[config.mk]
export PLATFORM = sky130hd
export DESIGN_NAME = rx_ctrl_bus
export DESIGN_NICKNAME = d
export VERILOG_FILES = /design/src/design/rx_ctrl_bus.v
export VERILOG_INCLUDE_DIRS = /design/src /design/src/design
export SDC_FILE = /design/constraint.sdc
export NUM_CORES = 1
export LEC_CHECK = 0
export BUFFER_PORTS_ARGS = -buffer_cell sky130_fd_sc_hd__buf_2
export CAP_MARGIN = 40
export CORE_ASPECT_RATIO = 1.2
export CORE_MARGIN = 3
export CORE_UTILIZATION = 50
export DETAILED_ROUTE_END_ITERATION = 12
export GPL_ROUTABILITY_DRIVEN = 0
export HOLD_SLACK_MARGIN = 0.06
export PLACE_DENSITY = 0.77
export SYNTH_ARGS = -nofsm -noshare
export SYNTH_HDL_FRONTEND = slang
export SYNTH_SLANG_ARGS = --single-unit
[constraint.sdc]
create_clock -name clk -period 1.9 [get_ports clk]
set_clock_uncertainty 0.2 [all_clocks]
set_input_delay 0.095 -clock clk [delete_from_list [all_inputs] [get_ports clk]]
set_output_delay 0.095 -clock clk [all_outputs]
set_load 0.05 [all_outputs]
[src/design/rx_ctrl_regs.vh]
// Purpose: constants for the receiver control bus interface
// Assumes: eight-bit bus addresses, 200 MHz clock
// Notes:   strobe decode codes and delay timings
`ifndef RX_CTRL_REGS_VH
`define RX_CTRL_REGS_VH
// ----------------------------------------
// strobe decoder one codes
// ----------------------------------------
`define ADDR_B0 8'hb0
`define ADDR_B2 8'hb2
`define ADDR_B4 8'hb4
`define ADDR_B6 8'hb6
// ----------------------------------------
// strobe decoder two codes
// ----------------------------------------
`define ADDR_90 8'h90
`define ADDR_92 8'h92
`define ADDR_96 8'h96
`define ADDR_9A 8'h9a
`define ADDR_B8 8'hb8
`define ADDR_BA 8'hba
`define ADDR_BC 8'hbc
// ----------------------------------------
// strobe bit positions
// ----------------------------------------
`define RD1_B0 0
`define RD1_B2 1
`define RD1_B4 2
`define WR1_B0 0
`define WR1_B2 1
`define WR1_B4 2
`define WR1_B6 3
`define RD2_96 0
`define RD2_9A 1
`define WR2_90 0
`define WR2_92 1
`define WR2_B8 2
`define WR2_BA 3
`define WR2_BC 4
// ----------------------------------------
// timing, ns and cycles at 5 ns
// ----------------------------------------
`define CLK_PERIOD_NS      5
`define SAMPLE_DELAY_NS    20
`define FINE_DELAY_NS      40
`define SAMPLE_WIDTH_NS    20
`define MULT_DELAY_NS      30
`define SAMPLE_DELAY_CYC   ((`SAMPLE_DELAY_NS + `CLK_PERIOD_NS - 1) / `CLK_PERIOD_NS)
`define FINE_DELAY_CYC     ((`FINE_DELAY_NS + `CLK_PERIOD_NS - 1) / `CLK_PERIOD_NS)
`define SAMPLE_WIDTH_CYC   ((`SAMPLE_WIDTH_NS + `CLK_PERIOD_NS - 1) / `CLK_PERIOD_NS)
`define MULT_DELAY_CYC     ((`MULT_DELAY_NS + `CLK_PERIOD_NS - 1) / `CLK_PERIOD_NS)
`endif

[src/design/rx_ctrl_bus.v]
// Purpose: receiver flag select, test decode, fine sample latch, strobe decode
// Assumes: one clock, synchronous reset; all pins pass two flip-flops
// Notes:   outputs are registered; pod flags arrive as two-bit pairs
//
// Contract
// RULE1: pass one pod flag per set by select
// RULE2: forward continuous wave and sideband flags
// RULE3: forward pulse width reset and start trigger
// RULE4: decode data bits 0-2 into five tests
// RULE5: latch fine frequency word onto bits 8-15
// RULE6: multiplier controls from delayed events and logic
// RULE7: sample clocks from retrigger, delayed, gated
// RULE8: buffer address bits to both decoders
// RULE9: decoder one read B0 B2 B4, write B0-B6
// RULE10: decoder two read 96 9A, write 90 92 B8 BA BC
// RULE11: decoders idle without load commands
// RULE12: load commands from strobes and memory enable, acknowledge
// RULE13: sideband flag into two addressed byte buffers
// RULE14: only strobed buffer drives its data
// RULE15: partner supplies memory access enable
// RULE16: unmatched addresses give no strobe
`timescale 1ns/1ps
`include "rx_ctrl_regs.vh"
module rx_ctrl_bus #(
   parameter SAMPLE_DELAY = `SAMPLE_DELAY_CYC,
   parameter FINE_DELAY   = `FINE_DELAY_CYC,
   parameter SAMPLE_WIDTH = `SAMPLE_WIDTH_CYC,
   parameter MULT_DELAY   = `MULT_DELAY_CYC
) (
   input  wire       clk,
   input  wire       reset,
   input  wire       pod_select,
   input  wire [1:0] continuous_wave_flag_in,
   input  wire [1:0] sideband_flag_in,
   input  wire [1:0] pulse_width_reset_in,
   input  wire [1:0] start_trigger_in,
   input  wire [2:0] bus_data_low,
   input  wire [7:0] fine_freq_sample_bits,
   input  wire [7:0] bus_address_bits,
   input  wire       read_strobe_in,
   input  wire       write_strobe_in,
   input  wire       memory_access_enable,
   input  wire       fine_freq_retrigger,
   input  wire       pulse_gate_enable,
   input  wire       fine_buffer_strobe_n,
   input  wire       retrigger_buffer_strobe_n,
   output reg        continuous_wave_flag,
   output reg        sideband_flag,
   output reg        pulse_width_reset,
   output reg        start_trigger,
   output reg  [4:0] test_control,
   output reg  [15:8] fine_freq_bus,
   output reg  [2:0] read_strobe_a,
   output reg  [3:0] write_strobe_a,
   output reg  [1:0] read_strobe_b,
   output reg  [4:0] write_strobe_b,
   output reg        load_acknowledge,
   output reg        phase_sample_clock,
   output reg        fine_freq_sample_clock,
   output reg        mult_load,
   output reg        mult_start,
   output reg  [7:0] fine_buffer_data,
   output reg        fine_buffer_oe,
   output reg  [7:0] retrigger_buffer_data,
   output reg        retrigger_buffer_oe
);

// ----------------------------------------
// input synchronisers
// ----------------------------------------
localparam SW = 35;
localparam [SW-1:0] SYNC_IDLE = 35'h3;                 // buffer strobe pins idle high
wire [SW-1:0] raw_in;
reg  [SW-1:0] sync1_reg;
reg  [SW-1:0] sync2_reg;
assign raw_in = {pod_select, continuous_wave_flag_in, sideband_flag_in, pulse_width_reset_in,
                 start_trigger_in, bus_data_low, fine_freq_sample_bits, bus_address_bits,
                 read_strobe_in, write_strobe_in, memory_access_enable, fine_freq_retrigger,
                 pulse_gate_enable, fine_buffer_strobe_n, retrigger_buffer_strobe_n};
always @(posedge clk)
begin
   if (reset)
   begin
      sync1_reg <= SYNC_IDLE;
      sync2_reg <= SYNC_IDLE;
   end
   else
   begin
      sync1_reg <= raw_in;
      sync2_reg <= sync1_reg;
   end
end
wire       s_pod    = sync2_reg[34];
wire [1:0] s_cw     = sync2_reg[33:32];
wire [1:0] s_sb     = sync2_reg[31:30];
wire [1:0] s_pwr    = sync2_reg[29:28];
wire [1:0] s_st     = sync2_reg[27:26];
wire [2:0] s_dlow   = sync2_reg[25:23];
wire [7:0] s_fine   = sync2_reg[22:15];
wire [7:0] s_addr   = sync2_reg[14:7];
wire       s_rd     = sync2_reg[6];
wire       s_wr     = sync2_reg[5];
wire       s_mem    = sync2_reg[4];
wire       s_rtg    = sync2_reg[3];
wire       s_pwg    = sync2_reg[2];
wire       s_fstb_n = sync2_reg[1];
wire       s_rstb_n = sync2_reg[0];

// ----------------------------------------
// helper functions
// ----------------------------------------
function pod_mux;
   input [1:0] pair;
   input       sel;
   begin
      pod_mux = sel ? pair[1] : pair[0];
   end
endfunction

function [4:0] test_decode;
   input [2:0] code;
   begin
      case (code)
         3'h1:    test_decode = 5'h01;
         3'h2:    test_decode = 5'h02;
         3'h3:    test_decode = 5'h04;
         3'h4:    test_decode = 5'h08;
         3'h5:    test_decode = 5'h10;
         default: test_decode = 5'h00;
      endcase
   end
endfunction

// ----------------------------------------
// address buffer and load commands
// ----------------------------------------
reg [7:0] addr_reg;
reg       read_load_reg;
reg       write_load_reg;
always @(posedge clk)
begin
   if (reset)
   begin
      addr_reg       <= 8'h00;
      read_load_reg  <= 1'b0;
      write_load_reg <= 1'b0;
   end
   else
   begin
      addr_reg       <= s_addr;                        // RULE8
      read_load_reg  <= s_rd & ~s_wr & s_mem;          // RULE12
      write_load_reg <= s_wr & ~s_rd & s_mem;          // RULE12
   end
end

// ----------------------------------------
// strobe decoders
// ----------------------------------------
reg [2:0] rd_a_next;
reg [3:0] wr_a_next;
reg [1:0] rd_b_next;
reg [4:0] wr_b_next;
always @*
begin
   rd_a_next = 3'h0;                                   // RULE16
   wr_a_next = 4'h0;
   rd_b_next = 2'h0;
   wr_b_next = 5'h00;
   if (read_load_reg)                                  // RULE11
   begin
      rd_a_next[`RD1_B0] = (addr_reg == `ADDR_B0);     // RULE9
      rd_a_next[`RD1_B2] = (addr_reg == `ADDR_B2);
      rd_a_next[`RD1_B4] = (addr_reg == `ADDR_B4);
      rd_b_next[`RD2_96] = (addr_reg == `ADDR_96);     // RULE10
      rd_b_next[`RD2_9A] = (addr_reg == `ADDR_9A);
   end
   if (write_load_reg)                                 // RULE11
   begin
      wr_a_next[`WR1_B0] = (addr_reg == `ADDR_B0);     // RULE9
      wr_a_next[`WR1_B2] = (addr_reg == `ADDR_B2);
      wr_a_next[`WR1_B4] = (addr_reg == `ADDR_B4);
      wr_a_next[`WR1_B6] = (addr_reg == `ADDR_B6);
      wr_b_next[`WR2_90] = (addr_reg == `ADDR_90);     // RULE10
      wr_b_next[`WR2_92] = (addr_reg == `ADDR_92);
      wr_b_next[`WR2_B8] = (addr_reg == `ADDR_B8);
      wr_b_next[`WR2_BA] = (addr_reg == `ADDR_BA);
      wr_b_next[`WR2_BC] = (addr_reg == `ADDR_BC);
   end
end

// ----------------------------------------
// sample clock and multiplier timing
// ----------------------------------------
reg [7:0] rtg_count_reg;
reg       rtg_active_reg;
reg       rtg_prev_reg;
wire      rtg_rise = s_rtg & ~rtg_prev_reg;
always @(posedge clk)
begin
   if (reset)
   begin
      rtg_prev_reg   <= 1'b0;
      rtg_active_reg <= 1'b0;
      rtg_count_reg  <= 8'h00;
   end
   else
   begin
      rtg_prev_reg <= s_rtg;
      if (rtg_rise & s_pwg)                            // RULE7
      begin
         rtg_active_reg <= 1'b1;
         rtg_count_reg  <= 8'h00;
      end
      else if (rtg_active_reg)
      begin
         rtg_count_reg <= rtg_count_reg + 8'h01;
         if (rtg_count_reg == FINE_DELAY[7:0] + SAMPLE_WIDTH[7:0] + MULT_DELAY[7:0])
            rtg_active_reg <= 1'b0;
      end
   end
end
wire phase_win = rtg_active_reg && rtg_count_reg >= SAMPLE_DELAY[7:0]
                 && rtg_count_reg < SAMPLE_DELAY[7:0] + SAMPLE_WIDTH[7:0];
wire fine_win  = rtg_active_reg && rtg_count_reg >= FINE_DELAY[7:0]
                 && rtg_count_reg < FINE_DELAY[7:0] + SAMPLE_WIDTH[7:0];
wire fine_end  = rtg_active_reg && rtg_count_reg == FINE_DELAY[7:0] + SAMPLE_WIDTH[7:0];
wire mult_go   = rtg_active_reg
                 && rtg_count_reg == FINE_DELAY[7:0] + SAMPLE_WIDTH[7:0] + MULT_DELAY[7:0];

// ----------------------------------------
// selected flags and test decode
// ----------------------------------------
always @(posedge clk)
begin
   if (reset)
   begin
      continuous_wave_flag <= 1'b0;
      sideband_flag        <= 1'b0;
      pulse_width_reset    <= 1'b0;
      start_trigger        <= 1'b0;
      test_control         <= 5'h00;
   end
   else
   begin
      continuous_wave_flag <= pod_mux(s_cw, s_pod);    // RULE1 RULE2
      sideband_flag        <= pod_mux(s_sb, s_pod);    // RULE1 RULE2
      pulse_width_reset    <= pod_mux(s_pwr, s_pod);   // RULE1 RULE3
      start_trigger        <= pod_mux(s_st, s_pod);    // RULE1 RULE3
      test_control         <= test_decode(s_dlow);     // RULE4
   end
end

// ----------------------------------------
// bus strobes and acknowledge
// ----------------------------------------
always @(posedge clk)
begin
   if (reset)
   begin
      read_strobe_a    <= 3'h0;
      write_strobe_a   <= 4'h0;
      read_strobe_b    <= 2'h0;
      write_strobe_b   <= 5'h00;
      load_acknowledge <= 1'b0;
   end
   else
   begin
      read_strobe_a    <= rd_a_next;                       // RULE9
      write_strobe_a   <= wr_a_next;                       // RULE9
      read_strobe_b    <= rd_b_next;                       // RULE10
      write_strobe_b   <= wr_b_next;                       // RULE10
      load_acknowledge <= read_load_reg | write_load_reg;  // RULE12
   end
end

// ----------------------------------------
// sample clocks, fine word and multiplier
// ----------------------------------------
always @(posedge clk)
begin
   if (reset)
   begin
      fine_freq_bus          <= 8'h00;
      phase_sample_clock     <= 1'b0;
      fine_freq_sample_clock <= 1'b0;
      mult_load              <= 1'b0;
      mult_start             <= 1'b0;
   end
   else
   begin
      if (fine_end)
         fine_freq_bus <= s_fine;                              // RULE5
      phase_sample_clock     <= phase_win & s_pwg;             // RULE7
      fine_freq_sample_clock <= fine_win & s_pwg;              // RULE7
      mult_load              <= fine_end;                      // RULE6
      mult_start             <= mult_go & ~pulse_width_reset;  // RULE6
   end
end

// ----------------------------------------
// byte buffers
// ----------------------------------------
always @(posedge clk)
begin
   if (reset)
   begin
      fine_buffer_data      <= 8'h00;
      fine_buffer_oe        <= 1'b0;
      retrigger_buffer_data <= 8'h00;
      retrigger_buffer_oe   <= 1'b0;
   end
   else
   begin
      fine_buffer_data      <= {7'h00, sideband_flag};   // RULE13
      retrigger_buffer_data <= {7'h00, sideband_flag};   // RULE13
      fine_buffer_oe        <= ~s_fstb_n & s_rstb_n;     // RULE14
      retrigger_buffer_oe   <= ~s_rstb_n & s_fstb_n;     // RULE14
   end
end

endmodule // rx_ctrl_bus

Yosys cells after proc, flatten, opt, wreduce, memory -nomap -nowiden
Cells that the tools add are included.
- bits in registers: 136
- input bits: 37
- output and inout bits: 54
- logic and storage cells: 87
- add/sub/neg operators: 1
- $lt $le $gt $ge: 4
- eq/ne operators: 18
- multiplexer cells: 8
- bitwise operators: 20
- reductions and logical operators: 9
- operators with widths (cell ; count):
    8-bit equality test (second input constant) ; 11
    5-bit one-hot mux with 5 select lines ; 1
    8-bit by 4-bit less-than comparator with 1-bit output (second input constant) ; 2
    1-bit bitwise AND ; 11
    8-bit by 1-bit adder with 8-bit output (second input constant) ; 1
    8-bit by 4-bit equality test with 1-bit output (second input constant) ; 1
    8-bit by 5-bit equality test with 1-bit output (second input constant) ; 1
    8-bit by 3-bit >= comparator with 1-bit output (second input constant) ; 1
    8-bit by 4-bit >= comparator with 1-bit output (second input constant) ; 1
    1-bit NOT ; 8
    1-bit two-way mux ; 7
    3-bit by 2-bit equality test with 1-bit output (second input constant) ; 2
    3-bit equality test (second input constant) ; 2
    1-bit logical AND ; 6
    2-bit OR reduction ; 3
    3-bit by 1-bit equality test with 1-bit output (second input constant) ; 1
    1-bit OR ; 1

Depth between registers and ports, before layout
- word-level depth: 4
- mapped depth: 5
- mapped depth without buffers: 5

Worst setup path before layout
OpenSTA, ideal clock, no wires.
- path kind: register to register
- start: reg rtg_count_reg[4]
- end: reg fine_freq_sample_clock
- setup time: 0.073 ns
- arrival: 1.405 ns
- slack: 0.222 ns
- stages on the path, launching flop included: 4
- buffers on the path: 0
- period minus slack after synthesis: 1.678 ns
- cell sequence: dfxtp_1 > or4_4 > or3b_4 > nor3_2
- longest elaborated chain between the ends: 4
- ends and longest elaborated chain (item ; line ; RTL):
    start, declared ; rx_ctrl_bus.v:194 ; reg [7:0] rtg_count_reg;
    start signal, assigned ; rx_ctrl_bus.v:216 ; rtg_count_reg <= rtg_count_reg + 8'h01;
    8-bit by 4-bit >= comparator with 1-bit output ; rx_ctrl_bus.v:224 ; wire fine_win = rtg_active_reg && rtg_count_reg >= FINE_DELAY[7:0]
    1-bit logical AND ; rx_ctrl_bus.v:224 ;
    1-bit logical AND (*) ; rx_ctrl_bus.v:225 ; && rtg_count_reg < FINE_DELAY[7:0] + SAMPLE_WIDTH[7:0];
    1-bit bitwise AND (*) ; rx_ctrl_bus.v:294 ; fine_freq_sample_clock <= fine_win & s_pwg;
    end signal, assigned ; rx_ctrl_bus.v:294 ;
    end, declared ; rx_ctrl_bus.v:59 ; output reg fine_freq_sample_clock,
Mark *: on every way between the ends. The rest lies on a longest branch, timed or not.
A chain may end at the register's enable or synchronous reset.

Final worst setup path
- start: in reset
- end: reg sync1_reg[29]
- RTL lines (item ; line ; RTL):
    start, declared ; rx_ctrl_bus.v:31 ; input wire reset,
    end signal, assigned ; rx_ctrl_bus.v:89 ; sync1_reg <= raw_in;
    end, declared ; rx_ctrl_bus.v:74 ; reg [SW-1:0] sync1_reg;
No word-level cell between the ends.

==> flow_summary.ini <==
[route]
via_count = 2834
drc_errors = 0
dr.first_iter.drc_count = 136
antenna_left = 0
wl_per_cell_um = 12.2
drt-total-wl_um = 7540
dr.pass1.iters = 4
viasPerCell = 4.59

[synth]
ys_warn_count = 0
async_reset_ff_frac = 0
seq_area_frac_synth = 0.645
post-synth-top-count-cell = dfxtp_1
yosys.area.top_type = dfxtp_1
synth.cells.most_frequent = dfxtp_1 (129), nor2b_1 (77), nand2_1 (26)
syn_inst = 364
synth_top_area_frac = 0.645
ys.flop_type = dfxtp_1
ys_ff_latch = 129
avgSynthCellArea_sq_um = 11.0
synth.cell_area_sq_mm = 0.00400
synth.area.top_cells = dfxtp_1 (65%), nor2b_1 (12%), mux2i_1 (3.3%)
synth_cell_types = 33
synth-edff-count = 0

[power_and_ir_drop]
ir_worst_vdd_mv = 0.801
power_switching_uw = 1390
p_clk_frac = 0.480
power_uw = 6100
switching_share = 0.227
p_comb_frac = 0.058
intPower_uw = 4710
pwr-share-seq = 0.461
p_leak_uw = 0.00244
power_density_mw_per_mm2 = 1080

[global_route]
grt_pass1_vias = 2787
grt_overflow_total = 0
grt_use_total = 0.180
grt_first_pass_wirelength_um = 12700
grt_max_degree = 52
antenna_found_initial = 0

[final_layout]
drive_gt1_frac = 0.226
n_antenna_cell = 0
finalNonFillerCells = 618
final_area_sq_mm = 0.00564
layout.nets = 553
syn_to_final_growth_pct = 40.9

[die]
io_pins = 91
num_rows = 35
dieArea_sq_mm = 0.00912
fp.coreArea_sq_mm = 0.00775
die_h_um = 104
die_w_um = 87.7
initial_utilization = 0.516

[worst_setup_path]
crit_chain = dlygate4sd3_1 -> buf_2 -> buf_4 -> nor2b_1 -> dlygate4sd3_1
worst_ep_arrival_time_ns = 1.98
critPathKind = primary input to register
cp_slowest_cell = dlygate4sd3_1
critical_path_required_ns = 2.08
critPathTopFamily = buffers and inverters
crit_buf_inv = 4
endpoint_kind = register
cp-start-kind = primary input
worst_path_most_repeated_cell = dlygate4sd3_1
cp_max_fo = 51
cp_slowest_stage_delay_ns = 0.59

[placement]
hpwl_um = 4140
numPortBuffers = 76
post-place-ws_ns = 0.157
dp_cells = 517
place_area_sq_mm = 0.00440

[clock_tree]
cts_setup_buffers = 0
clock-sinks = 129
cts_tree = built
h-tree-depth = 4
cts_made_buffers = 17
clock_path_buffers = 2
clock_latency_ns = 0.50
cts-root-buf = clkbuf_8
cts.reportedPaths.clkPinSlew_ns = 0.06

[timing]
drv_slew = 0
fin_crit_sh = 0.951
rsz0062_at_grt = no
worst_slew_pin_slew_ns = 0.517
max_freq_ghz = 0.553
setup_violations = 0
hold_violations = 0
layout_setup_ws_ns = 0.0932
finalSetupTns_ns = 0
maxSlewHeadroom = 0.653
period_minus_slack_ns = 1.81

[flow_run]
maxCapViolCount = 0

[outcome]
status = finished, final reports clean

[hold_path]
hp-class = primary input to register
## metal layers
metal | wire [um] | global-route usage | vias to the layer above
met2 | 3980 | 0.307 | 92
met5 | 0 | 0 | -
met1 | 3000 | 0.192 | 1286
met3 | 343 | 0.0666 | 17
li1 | - | - | 1439
met4 | 207 | 0.0866 | 0
## worst paths after layout
kind / cells after the start / slack (ns) / from / to
min reg2reg: 1 / 0.21 / sync2_reg[1] / fine_buffer_oe
max reg2reg: 3 / 0.15 / rtg_count_reg[4] / fine_freq_sample_clock
min: 3 / 0.13 / fine_buffer_strobe_n / sync1_reg[1]
max: 5 / 0.09 / reset / sync1_reg[29]
## area by class of cell
class | count | area [sq um]
clock buffer | 18 | 418
sequential | 129 | 2580
tap | 92 | 115
inverter | 3 | 11.3
clock inverter | 14 | 134
fill | 496 | 2110
multi-input combinational | 214 | 1280
timing repair buffer | 148 | 1090
## worst min-delay path: stages
cell and delay [ns]:
dlygate4sd3_1 0.53, buf_2 0.10, or2_2 0.08
## power groups by stage
stage | logic, uW | clock network (uW) | registers [uW]
floorplan | 188 | 0 | 2880
global placement | 236 | 0 | 2870
detailed placement | 239 | 0 | 2870
CTS | 346 | 2960 | 2810
global route | 387 | 3080 | 2820
finish | 357 | 2930 | 2810
## cell usage in the layout (no fill, tap or decap), drive strengths merged, types with 4 or more instances in the layout
cell           n
clkbuf        18
clkinv         9
nand2         26
nor4           5
nand4          5
conb          14
buf           79
mux2i         13
nand3          4
dfxtp        129
or3            5
nor2          21
nor2b         77
or2            4
nor3          10
dlygate4sd3   69
nand2b         5
inv            5
## cells by family after synthesis
group | synth area share
AOI/OAI and AO/OA | 0.00907
adders and majority gates | 0.00938
muxes | 0.0325
xor gates and xnor gates | 0.00876
buffers and inverters | 0.0460
DFF | 0.645
and+or+nand+nor | 0.248
other | 0.000937
## what timing repair did
action / CTS / global route
endpoints found under the hold margin: 99 / 0
hold buffers: 69 / 0
gates resized for setup: 0 / 0
## stage by stage
stage | hold WS, ns | util
floorplan | -0.00119 | -
global placement | 0.0798 | 0.567
detailed placement | 0.0785 | 0.567
CTS | 0.0806 | 0.727
global route | 0.152 | 0.727
finish | 0.128 | 0.727
Power figures use the tool's default switching activity.
